File: src/verilog/chdiv_pkg.sv
// Purpose: Shared constants, register map and helpers of the channel clock divider.
// Assumes: Registers are 8 bits wide and sit in the low byte of a 32-bit bus word.
// Notes:   Register indices are multiplied by four to form byte addresses.
package chdiv_pkg;

  // ---------------------------------------------------------------------------
  // Register indices (byte address = index * 4).
  // ---------------------------------------------------------------------------
  localparam logic [9:0] IDX_DIV0_COUNTS  = 10'h190;  // Divider 0 low and high counts.
  localparam logic [9:0] IDX_DIV0_CONTROL = 10'h191;  // Divider 0 control.
  localparam logic [9:0] IDX_DIV0_ROUTING = 10'h192;  // Divider 0 routing and duty.
  localparam logic [9:0] IDX_DIV1_COUNTS  = 10'h193;  // Divider 1 low and high counts.
  localparam logic [9:0] IDX_DIV1_CONTROL = 10'h194;  // Divider 1 control.
  localparam logic [9:0] IDX_SOURCE_SEL   = 10'h1e1;  // Channel source clock select.
  localparam logic [9:0] IDX_STATUS       = 10'h1f0;  // Read-only live status.

  // ---------------------------------------------------------------------------
  // Field positions.
  // ---------------------------------------------------------------------------
  localparam int LOW_MSB       = 7;  // Low count field, upper nibble.
  localparam int LOW_LSB       = 4;
  localparam int HIGH_MSB      = 3;  // High count field, lower nibble.
  localparam int HIGH_LSB      = 0;
  localparam int BIT_BYPASS    = 7;  // Bypass and power down the counter.
  localparam int BIT_NOSYNC    = 6;  // Ignore the chip-level sync.
  localparam int BIT_FORCE     = 5;  // Forced static level.
  localparam int BIT_START     = 4;  // Start level.
  localparam int PHASE_MSB     = 3;  // Phase offset field.
  localparam int PHASE_LSB     = 0;
  localparam int BIT_DIRECT    = 1;  // Route raw source to the output pair.
  localparam int BIT_DCC_OFF   = 0;  // Duty-cycle correction disable.

  // ---------------------------------------------------------------------------
  // Reset values.
  // ---------------------------------------------------------------------------
  localparam logic [7:0] RST_DIV0_COUNTS  = 8'h00;
  localparam logic [7:0] RST_DIV0_CONTROL = 8'h80;
  localparam logic [7:0] RST_DIV0_ROUTING = 8'h00;
  localparam logic [7:0] RST_DIV1_COUNTS  = 8'hbb;
  localparam logic [7:0] RST_DIV1_CONTROL = 8'h00;
  localparam logic [7:0] RST_SOURCE_SEL   = 8'h00;
  localparam logic [7:0] ROUTING_MASK     = 8'h03;  // Implemented routing bits.
  localparam logic [7:0] SOURCE_MASK      = 8'h03;  // Implemented source bits.

  // ---------------------------------------------------------------------------
  // Source select codes.
  // ---------------------------------------------------------------------------
  localparam logic [1:0] SRC_CLK = 2'h0;  // External clock input.
  localparam logic [1:0] SRC_DIV = 2'h1;  // Direct route has no effect.
  localparam logic [1:0] SRC_VCO = 2'h2;  // Oscillator input.

  // Number of flip-flops in each pin synchroniser.
  localparam int SYNC_STAGES = 2;

  // Remaining-count value for holding a level: the field value itself,
  // since the count runs down to zero inclusive.
  function automatic logic [4:0] level_len(input logic       lvl,
                                           input logic [3:0] high_cnt,
                                           input logic [3:0] low_cnt);
    level_len = lvl ? {1'b0, high_cnt} : {1'b0, low_cnt};
  endfunction : level_len

endpackage : chdiv_pkg
File: src/verilog/channel_clock_divider.sv
// Purpose: Two channel clock dividers with Wishbone registers and output routing.
// Assumes: VCO_IN, CLK_IN and SYNC_N are asynchronous pins, sampled on CLK_SYS.
// Notes:   Source pins must be slower than half of CLK_SYS to be counted.
//
// Function
// - Output low for low count plus one.
// - Output high for high count plus one.
// - Bypass passes source straight to output.
// - Ignore-sync bit masks the chip sync; here it also halts the divider and holds the output at the force bit level.
// - Force bit sets static level, needs ignore-sync.
// - Force has no effect during bypass.
// - Start-level bit picks initial output level.
// - Four-bit phase offset, resets to zero.
// - Direct route picks VCO or CLK input.
// - Duty correction on when bit clear.
// - Divider 1 counts reset 0xB, divider 0 zero.
// - Divider 0 resets bypassed, divider 1 not.
//
// Our own choice: register access over Wishbone.
`timescale 1ns/1ps
module channel_clock_divider #(
  parameter int CNT_W = 4
) (
  input  wire logic        CLK_SYS,
  input  wire logic        RST,
  input  wire logic        CE,
  input  wire logic        CYC_I,
  input  wire logic        STB_I,
  input  wire logic        WE_I,
  input  wire logic [11:0] ADR_I,
  input  wire logic [31:0] DAT_I,
  input  wire logic [3:0]  SEL_I,
  output logic      [31:0] DAT_O,
  output logic             ACK_O,
  input  wire logic        VCO_IN,
  input  wire logic        CLK_IN,
  input  wire logic        SYNC_N,
  output logic             CHANNEL_OUT_A,
  output logic             CHANNEL_OUT_B,
  output logic             DIV1_OUT_A,
  output logic             DIV1_OUT_B,
  output logic             DIV0_DUTY_CORR_EN
);
  import chdiv_pkg::*;

  // ---------------------------------------------------------------------------
  // Declarations.
  // ---------------------------------------------------------------------------
  logic [7:0]             div0_counts_reg;   // Divider 0 low and high counts.
  logic [7:0]             div0_control_reg;  // Divider 0 control.
  logic [7:0]             div0_routing_reg;  // Divider 0 routing and duty.
  logic [7:0]             div1_counts_reg;   // Divider 1 low and high counts.
  logic [7:0]             div1_control_reg;  // Divider 1 control.
  logic [7:0]             source_sel_reg;    // Channel source select.
  logic [31:0]            dat_o_reg;         // Registered read data.
  logic                   ack_reg;           // Registered acknowledge.
  logic [SYNC_STAGES-1:0] vco_sync_reg;      // VCO pin synchroniser.
  logic [SYNC_STAGES-1:0] clk_sync_reg;      // CLK pin synchroniser.
  logic [SYNC_STAGES-1:0] syn_sync_reg;      // Sync pin synchroniser.
  logic                   vco_prev_reg;      // Previous VCO level for edges.
  logic                   clk_prev_reg;      // Previous CLK level for edges.
  logic                   vco_level;         // Synchronised VCO level.
  logic                   clk_level;         // Synchronised CLK level.
  logic                   sync_active;       // Synchronised sync, active high.
  logic                   src_level;         // Selected divider source level.
  logic                   src_rise;          // Selected source rising edge.
  logic                   div0_out;          // Divider 0 output.
  logic                   div1_out;          // Divider 1 output.
  logic                   pair_a_reg;        // Divider 0 output pair level.
  logic                   pair_b_reg;        // Divider 1 output pair level.
  logic                   bus_req;           // New bus request this cycle.
  logic                   bus_wr;            // Write strobe on the low byte.
  logic [9:0]             bus_idx;           // Register index from the address.
  logic [7:0]             rd_byte;           // Read mux result.

  // ---------------------------------------------------------------------------
  // Pin synchronisers.
  // ---------------------------------------------------------------------------
  // The first stage feeds only the second stage; edges use the second stage
  // and one extra flop, so a metastable sample never reaches the counters.
  always_ff @(posedge CLK_SYS) begin
    if (RST) begin
      vco_sync_reg <= '0;
      clk_sync_reg <= '0;
      syn_sync_reg <= '1;
    end else if (CE) begin
      vco_sync_reg <= {vco_sync_reg[0], VCO_IN};
      clk_sync_reg <= {clk_sync_reg[0], CLK_IN};
      syn_sync_reg <= {syn_sync_reg[0], SYNC_N};
    end
  end

  // Previous levels for rising edge detection.
  always_ff @(posedge CLK_SYS) begin
    if (RST) begin
      vco_prev_reg <= 1'b0;
      clk_prev_reg <= 1'b0;
    end else if (CE) begin
      vco_prev_reg <= vco_level;
      clk_prev_reg <= clk_level;
    end
  end

  assign vco_level   = vco_sync_reg[SYNC_STAGES-1];
  assign clk_level   = clk_sync_reg[SYNC_STAGES-1];
  assign sync_active = ~syn_sync_reg[SYNC_STAGES-1];

  // ---------------------------------------------------------------------------
  // Divider source selection.
  // ---------------------------------------------------------------------------
  // The oscillator feeds the dividers for codes with the upper bit set;
  // every other code uses the external clock input.
  always_comb begin
    if (source_sel_reg[1]) begin
      src_level = vco_level;
      src_rise  = vco_level & ~vco_prev_reg;
    end else begin
      src_level = clk_level;
      src_rise  = clk_level & ~clk_prev_reg;
    end
  end

  // ---------------------------------------------------------------------------
  // Dividers.
  // ---------------------------------------------------------------------------
  chdiv_counter #(
    .CNT_W (CNT_W)
  ) u_div0 (
    .clk         (CLK_SYS),
    .rst         (RST),
    .ce          (CE),
    .src_level   (src_level),
    .src_rise    (src_rise),
    .sync_active (sync_active),
    .low_cnt     (div0_counts_reg[LOW_MSB:LOW_LSB]),
    .high_cnt    (div0_counts_reg[HIGH_MSB:HIGH_LSB]),
    .bypass      (div0_control_reg[BIT_BYPASS]),
    .nosync      (div0_control_reg[BIT_NOSYNC]),
    .force_lvl   (div0_control_reg[BIT_FORCE]),
    .start_high  (div0_control_reg[BIT_START]),
    .phase       (div0_control_reg[PHASE_MSB:PHASE_LSB]),
    .div_out     (div0_out)
  );

  chdiv_counter #(
    .CNT_W (CNT_W)
  ) u_div1 (
    .clk         (CLK_SYS),
    .rst         (RST),
    .ce          (CE),
    .src_level   (src_level),
    .src_rise    (src_rise),
    .sync_active (sync_active),
    .low_cnt     (div1_counts_reg[LOW_MSB:LOW_LSB]),
    .high_cnt    (div1_counts_reg[HIGH_MSB:HIGH_LSB]),
    .bypass      (div1_control_reg[BIT_BYPASS]),
    .nosync      (div1_control_reg[BIT_NOSYNC]),
    .force_lvl   (div1_control_reg[BIT_FORCE]),
    .start_high  (div1_control_reg[BIT_START]),
    .phase       (div1_control_reg[PHASE_MSB:PHASE_LSB]),
    .div_out     (div1_out)
  );

  // ---------------------------------------------------------------------------
  // Output pair routing.
  // ---------------------------------------------------------------------------
  // Direct routing skips divider 0 entirely; codes 01b and 11b keep the divider.
  // The pair is re-registered, so it lags the divider by one cycle.
  always_ff @(posedge CLK_SYS) begin
    if (RST) begin
      pair_a_reg <= 1'b0;
      pair_b_reg <= 1'b0;
    end else if (CE) begin
      if (div0_routing_reg[BIT_DIRECT] && source_sel_reg[1:0] == SRC_VCO) begin
        pair_a_reg <= vco_level;
      end else if (div0_routing_reg[BIT_DIRECT] && source_sel_reg[1:0] == SRC_CLK) begin
        pair_a_reg <= clk_level;
      end else begin
        pair_a_reg <= div0_out;
      end
      pair_b_reg <= div1_out;
    end
  end

  assign CHANNEL_OUT_A     = pair_a_reg;
  assign CHANNEL_OUT_B     = pair_a_reg;
  assign DIV1_OUT_A        = pair_b_reg;
  assign DIV1_OUT_B        = pair_b_reg;
  // Correction itself sits in the analog output stage; this enables it.
  assign DIV0_DUTY_CORR_EN = ~div0_routing_reg[BIT_DCC_OFF];

  // ---------------------------------------------------------------------------
  // Wishbone decode.
  // ---------------------------------------------------------------------------
  // Every access is answered one cycle after the strobe, mapped or not, so
  // a master can never hang on a bad address.
  assign bus_req = CYC_I & STB_I & ~ack_reg;
  assign bus_wr  = bus_req & WE_I & SEL_I[0];
  assign bus_idx = ADR_I[11:2];

  // Read multiplexer over the implemented registers.
  always_comb begin
    case (bus_idx)
      IDX_DIV0_COUNTS:  rd_byte = div0_counts_reg;
      IDX_DIV0_CONTROL: rd_byte = div0_control_reg;
      IDX_DIV0_ROUTING: rd_byte = div0_routing_reg & ROUTING_MASK;
      IDX_DIV1_COUNTS:  rd_byte = div1_counts_reg;
      IDX_DIV1_CONTROL: rd_byte = div1_control_reg;
      IDX_SOURCE_SEL:   rd_byte = source_sel_reg & SOURCE_MASK;
      IDX_STATUS:       rd_byte = {3'h0, pair_b_reg, pair_a_reg, sync_active,
                                   div1_out, div0_out};
      default:          rd_byte = 8'h00;
    endcase
  end

  // Acknowledge and read data.
  always_ff @(posedge CLK_SYS) begin
    if (RST) begin
      ack_reg   <= 1'b0;
      dat_o_reg <= 32'h0000_0000;
    end else if (CE) begin
      ack_reg <= bus_req;
      if (bus_req && !WE_I) begin
        dat_o_reg <= {24'h00_0000, rd_byte};
      end
    end
  end

  assign ACK_O = ack_reg;
  assign DAT_O = dat_o_reg;

  // ---------------------------------------------------------------------------
  // Register writes.
  // ---------------------------------------------------------------------------
  // Only byte lane 0 carries data; writes with it deselected are ignored.
  always_ff @(posedge CLK_SYS) begin
    if (RST) begin
      div0_counts_reg  <= RST_DIV0_COUNTS;
      div0_control_reg <= RST_DIV0_CONTROL;
      div0_routing_reg <= RST_DIV0_ROUTING;
      div1_counts_reg  <= RST_DIV1_COUNTS;
      div1_control_reg <= RST_DIV1_CONTROL;
      source_sel_reg   <= RST_SOURCE_SEL;
    end else if (CE && bus_wr) begin
      case (bus_idx)
        IDX_DIV0_COUNTS:  div0_counts_reg  <= DAT_I[7:0];
        IDX_DIV0_CONTROL: div0_control_reg <= DAT_I[7:0];
        IDX_DIV0_ROUTING: div0_routing_reg <= DAT_I[7:0] & ROUTING_MASK;
        IDX_DIV1_COUNTS:  div1_counts_reg  <= DAT_I[7:0];
        IDX_DIV1_CONTROL: div1_control_reg <= DAT_I[7:0];
        IDX_SOURCE_SEL:   source_sel_reg   <= DAT_I[7:0] & SOURCE_MASK;
        default: begin
          // Unmapped and read-only indices drop the write.
        end
      endcase
    end
  end

endmodule : channel_clock_divider

File: src/verilog/chdiv_counter.sv
// Purpose: One programmable divider: counts source rising edges to shape its output.
// Assumes: src_rise is a one-cycle pulse per source rising edge, on clk.
// Notes:   Output is registered; bypass follows the synchronised source level.
`timescale 1ns/1ps
module chdiv_counter #(
  parameter int CNT_W = 4
) (
  input  wire logic             clk,
  input  wire logic             rst,
  input  wire logic             ce,
  input  wire logic             src_level,
  input  wire logic             src_rise,
  input  wire logic             sync_active,
  input  wire logic [CNT_W-1:0] low_cnt,
  input  wire logic [CNT_W-1:0] high_cnt,
  input  wire logic             bypass,
  input  wire logic             nosync,
  input  wire logic             force_lvl,
  input  wire logic             start_high,
  input  wire logic [CNT_W-1:0] phase,
  output logic                  div_out
);
  import chdiv_pkg::*;

  logic [CNT_W:0] remain_reg;  // Input edges left before the next transition.
  logic           out_reg;     // Divider output level.
  logic           sync_hold;   // Sync obeyed and asserted.

  assign sync_hold = sync_active & ~nosync;
  assign div_out   = out_reg;

  // ---------------------------------------------------------------------------
  // Counter and output.
  // ---------------------------------------------------------------------------
  // Bypass outranks force, and force outranks sync since it needs nosync.
  always_ff @(posedge clk) begin
    if (rst) begin
      remain_reg <= '0;
      out_reg    <= 1'b0;
    end else if (ce) begin
      if (bypass) begin
        // Counter is idle; the source level passes straight through.
        out_reg    <= src_level;
        remain_reg <= '0;
      end else if (nosync) begin
        // Force is honoured only while sync is ignored.
        out_reg <= force_lvl;
      end else if (sync_hold) begin
        // Hold the start level and preload phase plus the first level length.
        out_reg    <= start_high;
        remain_reg <= level_len(start_high, high_cnt, low_cnt) + {1'b0, phase};
      end else if (src_rise) begin
        if (remain_reg == '0) begin
          out_reg    <= ~out_reg;
          remain_reg <= level_len(~out_reg, high_cnt, low_cnt);
        end else begin
          remain_reg <= remain_reg - 1'b1;
        end
      end
    end
  end

endmodule : chdiv_counter

File: config.mk
export PLATFORM = sky130hd
export DESIGN_NAME = channel_clock_divider
export DESIGN_NICKNAME = d
export VERILOG_FILES = /design/src/verilog/chdiv_pkg.sv /design/src/verilog/channel_clock_divider.sv /design/src/verilog/chdiv_counter.sv
export SDC_FILE = /design/constraint.sdc
export NUM_CORES = 1
export LEC_CHECK = 0
export BUFFER_PORTS_ARGS = -buffer_cell sky130_fd_sc_hd__buf_2
export CAP_MARGIN = 20
export CORE_MARGIN = 2
export CORE_UTILIZATION = 42
export DETAILED_ROUTE_END_ITERATION = 6
export HOLD_SLACK_MARGIN = 0.03
export PLACE_DENSITY = 0.65
export SLEW_MARGIN = 10
export SYNTH_ARGS = -nofsm -noshare
export SYNTH_HDL_FRONTEND = slang
export SYNTH_SLANG_ARGS = --single-unit
File: constraint.sdc
create_clock -name CLK_SYS -period 2.45 [get_ports CLK_SYS]
set_input_delay 0.3675 -clock CLK_SYS [delete_from_list [all_inputs] [get_ports CLK_SYS]]
set_output_delay 0.3675 -clock CLK_SYS [all_outputs]
set_load 0.1 [all_outputs]
==> impl_metrics.ini <==
[outcome]
status = finished clean

[timing]
setup_viol = 0
fin_crit_sh = 0.866
worst_pin_slew_ns = 0.491
skew_ns = 0.0115
rsz0062_at_grt = no
relSlewSlack = 0.670
fin_tns_setup_ns = 0
finalHoldViolCount = 0
drv_slew = 0
layout_setup_ws_ns = 0.329
fmax_mhz = 472
post-route-min-period_ns = 2.12

[floorplanning]
die_x_um = 101
fp.dieArea_um2 = 10200
ioPinCount = 95
placement_rows = 35
core_um2 = 9200
die_h_um = 101
start_util = 0.431

[cells_and_area]
drive_above_1_share = 0.177
final-instance-count-excl-fill = 613
diodes = 0
area_growth_pct = 12.1
post-route-cell-area_um2 = 4450
fillers = 910
nNetsFinal = 566

[placed_design]
dp_slack_ns = 0.288
dpl_cell_area_um2 = 4200
post-dp-hpwl_mm = 7.30
io_buffers = 41
placedCellCount = 597
place_congestion = 0.887

[clocking]
clk_latency_ns = 0.35
cts_root_buf = clkbuf_8
postCtsSetupBuffers = 0
hold_buffers = 0
cts_sinks = 67
path_clk_slew_ns = 0.08
clockBufferDepth = 2
cts-resized-gates = 0
cts_max_level = 3
cts_tree = done
cts_buffers = 9

[synth]
synthCells = 458
synthArstFlopShare = 0
synth_ff_type = dfxtp_1
synth_top_area_share = 0.338
ys_types = 50
yosys.area.top_type = dfxtp_1
synth-edff-count = 0
yosysWarnings = 0
synth.cell_area_um2 = 3970
ys_ff_latch = 67
syn_avg_cell_area_um2 = 8.66
synth_top_cells_by_area = dfxtp_1 (34%), mux2i_1 (14%), nor2_1 (6.1%), buf_4 (4.9%), ha_1 (3.2%)
seq_area_frac_synth = 0.338

[global_routing]
antenna_found_initial = 0
grt.overflow.total = 0
grt_pass1_vias = 3055
grt_pass1_wl_mm = 15.4
grt_max_degree = 40
track_usage = 0.195

[setup_path]
worstSetupPathType = reg2reg
worstPathRequired_ns = 2.72
path_max_fanout = 7
critPathCaptureType = flip-flop
cp.arrival_ns = 2.39
worst_setup_path_start_kind = flip-flop

[route]
vias_per_cell = 5.35
detail_route.wl_per_cell_um = 15.6
vias = 3282
dr.first_iter.drc_count = 120
detail_route.first_pass.iterations = 4
drc = 0
ant_nets = 0
wirelength_mm = 9.54

[power]
ir_drop_uv = 242
power_density_nw_per_um2 = 593
p_leak_nw = 2.01

[min_path]
hp-class = in2reg

[run]
cap_violations = 0
-- critical path, stage by stage, from the launching register on --
cell and delay [ns]:
dfxtp_1 0.50, mux2i_1 0.34, inv_1 0.08, ha_1 0.27
a21o_1 0.19, a21oi_1 0.17, xor2_1 0.09, mux2_2 0.27
o21ai_0 0.15
-- kinds of logic after synthesis --
family	count (synthesis)	synth area share
AND/OR/NAND/NOR	149	0.193
multiplexers	67	0.172
other	1	0.000946
XOR/XNOR	7	0.0155
flip-flops	67	0.338
AO/OA/AOI/OAI	92	0.153
adder cells (fa/ha/maj)	12	0.0417
buffers and inverters	63	0.0858
-- cell usage after synthesis (8+ instances only) --
cell and n:
clkbuf_1 12, buf_4 26, nor2b_1 9, a22oi_1 8, nand2_1 30, dfxtp_1 67
nor2_1 64, a21oi_1 23, o21ai_0 22, mux2_2 10, nor3_1 10, inv_1 16
a22o_1 9, mux2i_1 57, ha_1 10
-- cells in the final DEF (no fill, tap or decap), drive strengths merged, types with 10 or more instances in the layout --
| cell type | instances |
|---|---|
| nor3 | 10 |
| mux2 | 10 |
| dfxtp | 67 |
| buf | 52 |
| inv | 17 |
| nor2 | 64 |
| nand2 | 31 |
| conb | 24 |
| clkbuf | 10 |
| ha | 10 |
| o21ai | 22 |
| mux2i | 57 |
| a21oi | 23 |
-- where the power goes --
group / total [mW] / switching [mW] / leakage (nW) / internal [mW]
Clock: 1.15 / 0.445 / 0.123 / 0.706
Combinational: 0.372 / 0.292 / 1.34 / 0.0801
Sequential: 1.12 / 0.0157 / 0.541 / 1.10
Total: 2.64 / 0.753 / 2.01 / 1.89
-- routing by layer --
| metal | up-vias | part of all wire | global-route usage |
|---|---|---|---|
| li1 | 1649 | - | - |
| met5 | - | 0 | 0 |
| met3 | 13 | 0.044 | 0.0345 |
| met2 | 93 | 0.46 | 0.309 |
| met1 | 1527 | 0.47 | 0.259 |
| met4 | 0 | 0.027 | 0.0936 |
-- through the flow --
step           utilization  total power [mW]  hold slack, ns
3_5_place_dp         0.456              1.51           0.461
3_3_place_gp         0.456              1.51           0.454
5_1_grt              0.484              2.73           0.237
6_report             0.484              2.64           0.226
4_1_cts              0.484              2.66           0.216
2_1_floorplan            -              1.46           0.441
-- worst paths after layout --
check | start | end | slack, ns | depth (start not counted)
min reg2reg | ACK_O$_SDFFE_PP0P_ | ACK_O$_SDFFE_PP0P_ | 0.47 | 2
max reg2reg | div1_control_reg[4]$_SDFFE_PP0P_ | u_div1.remain_reg[3]$_SDFFE_PP0P_ | 0.33 | 8
max | div1_control_reg[4]$_SDFFE_PP0P_ | u_div1.remain_reg[3]$_SDFFE_PP0P_ | 0.33 | 8
min | SYNC_N | syn_sync_reg[0]$_SDFFE_PP1P_ | 0.23 | 3
-- layout make-up --
cell class                 instances  area [um2]  share of cell area
clock inverter                     6         111              0.0250
timing repair buffer              52         288              0.0647
sequential                        67        1340               0.302
tap                              111         139              0.0312
clock buffer                      10         138              0.0310
inverter                          16        60.1              0.0135
multi-input combinational        351        2370               0.533
Power figures use the tool's default switching activity.
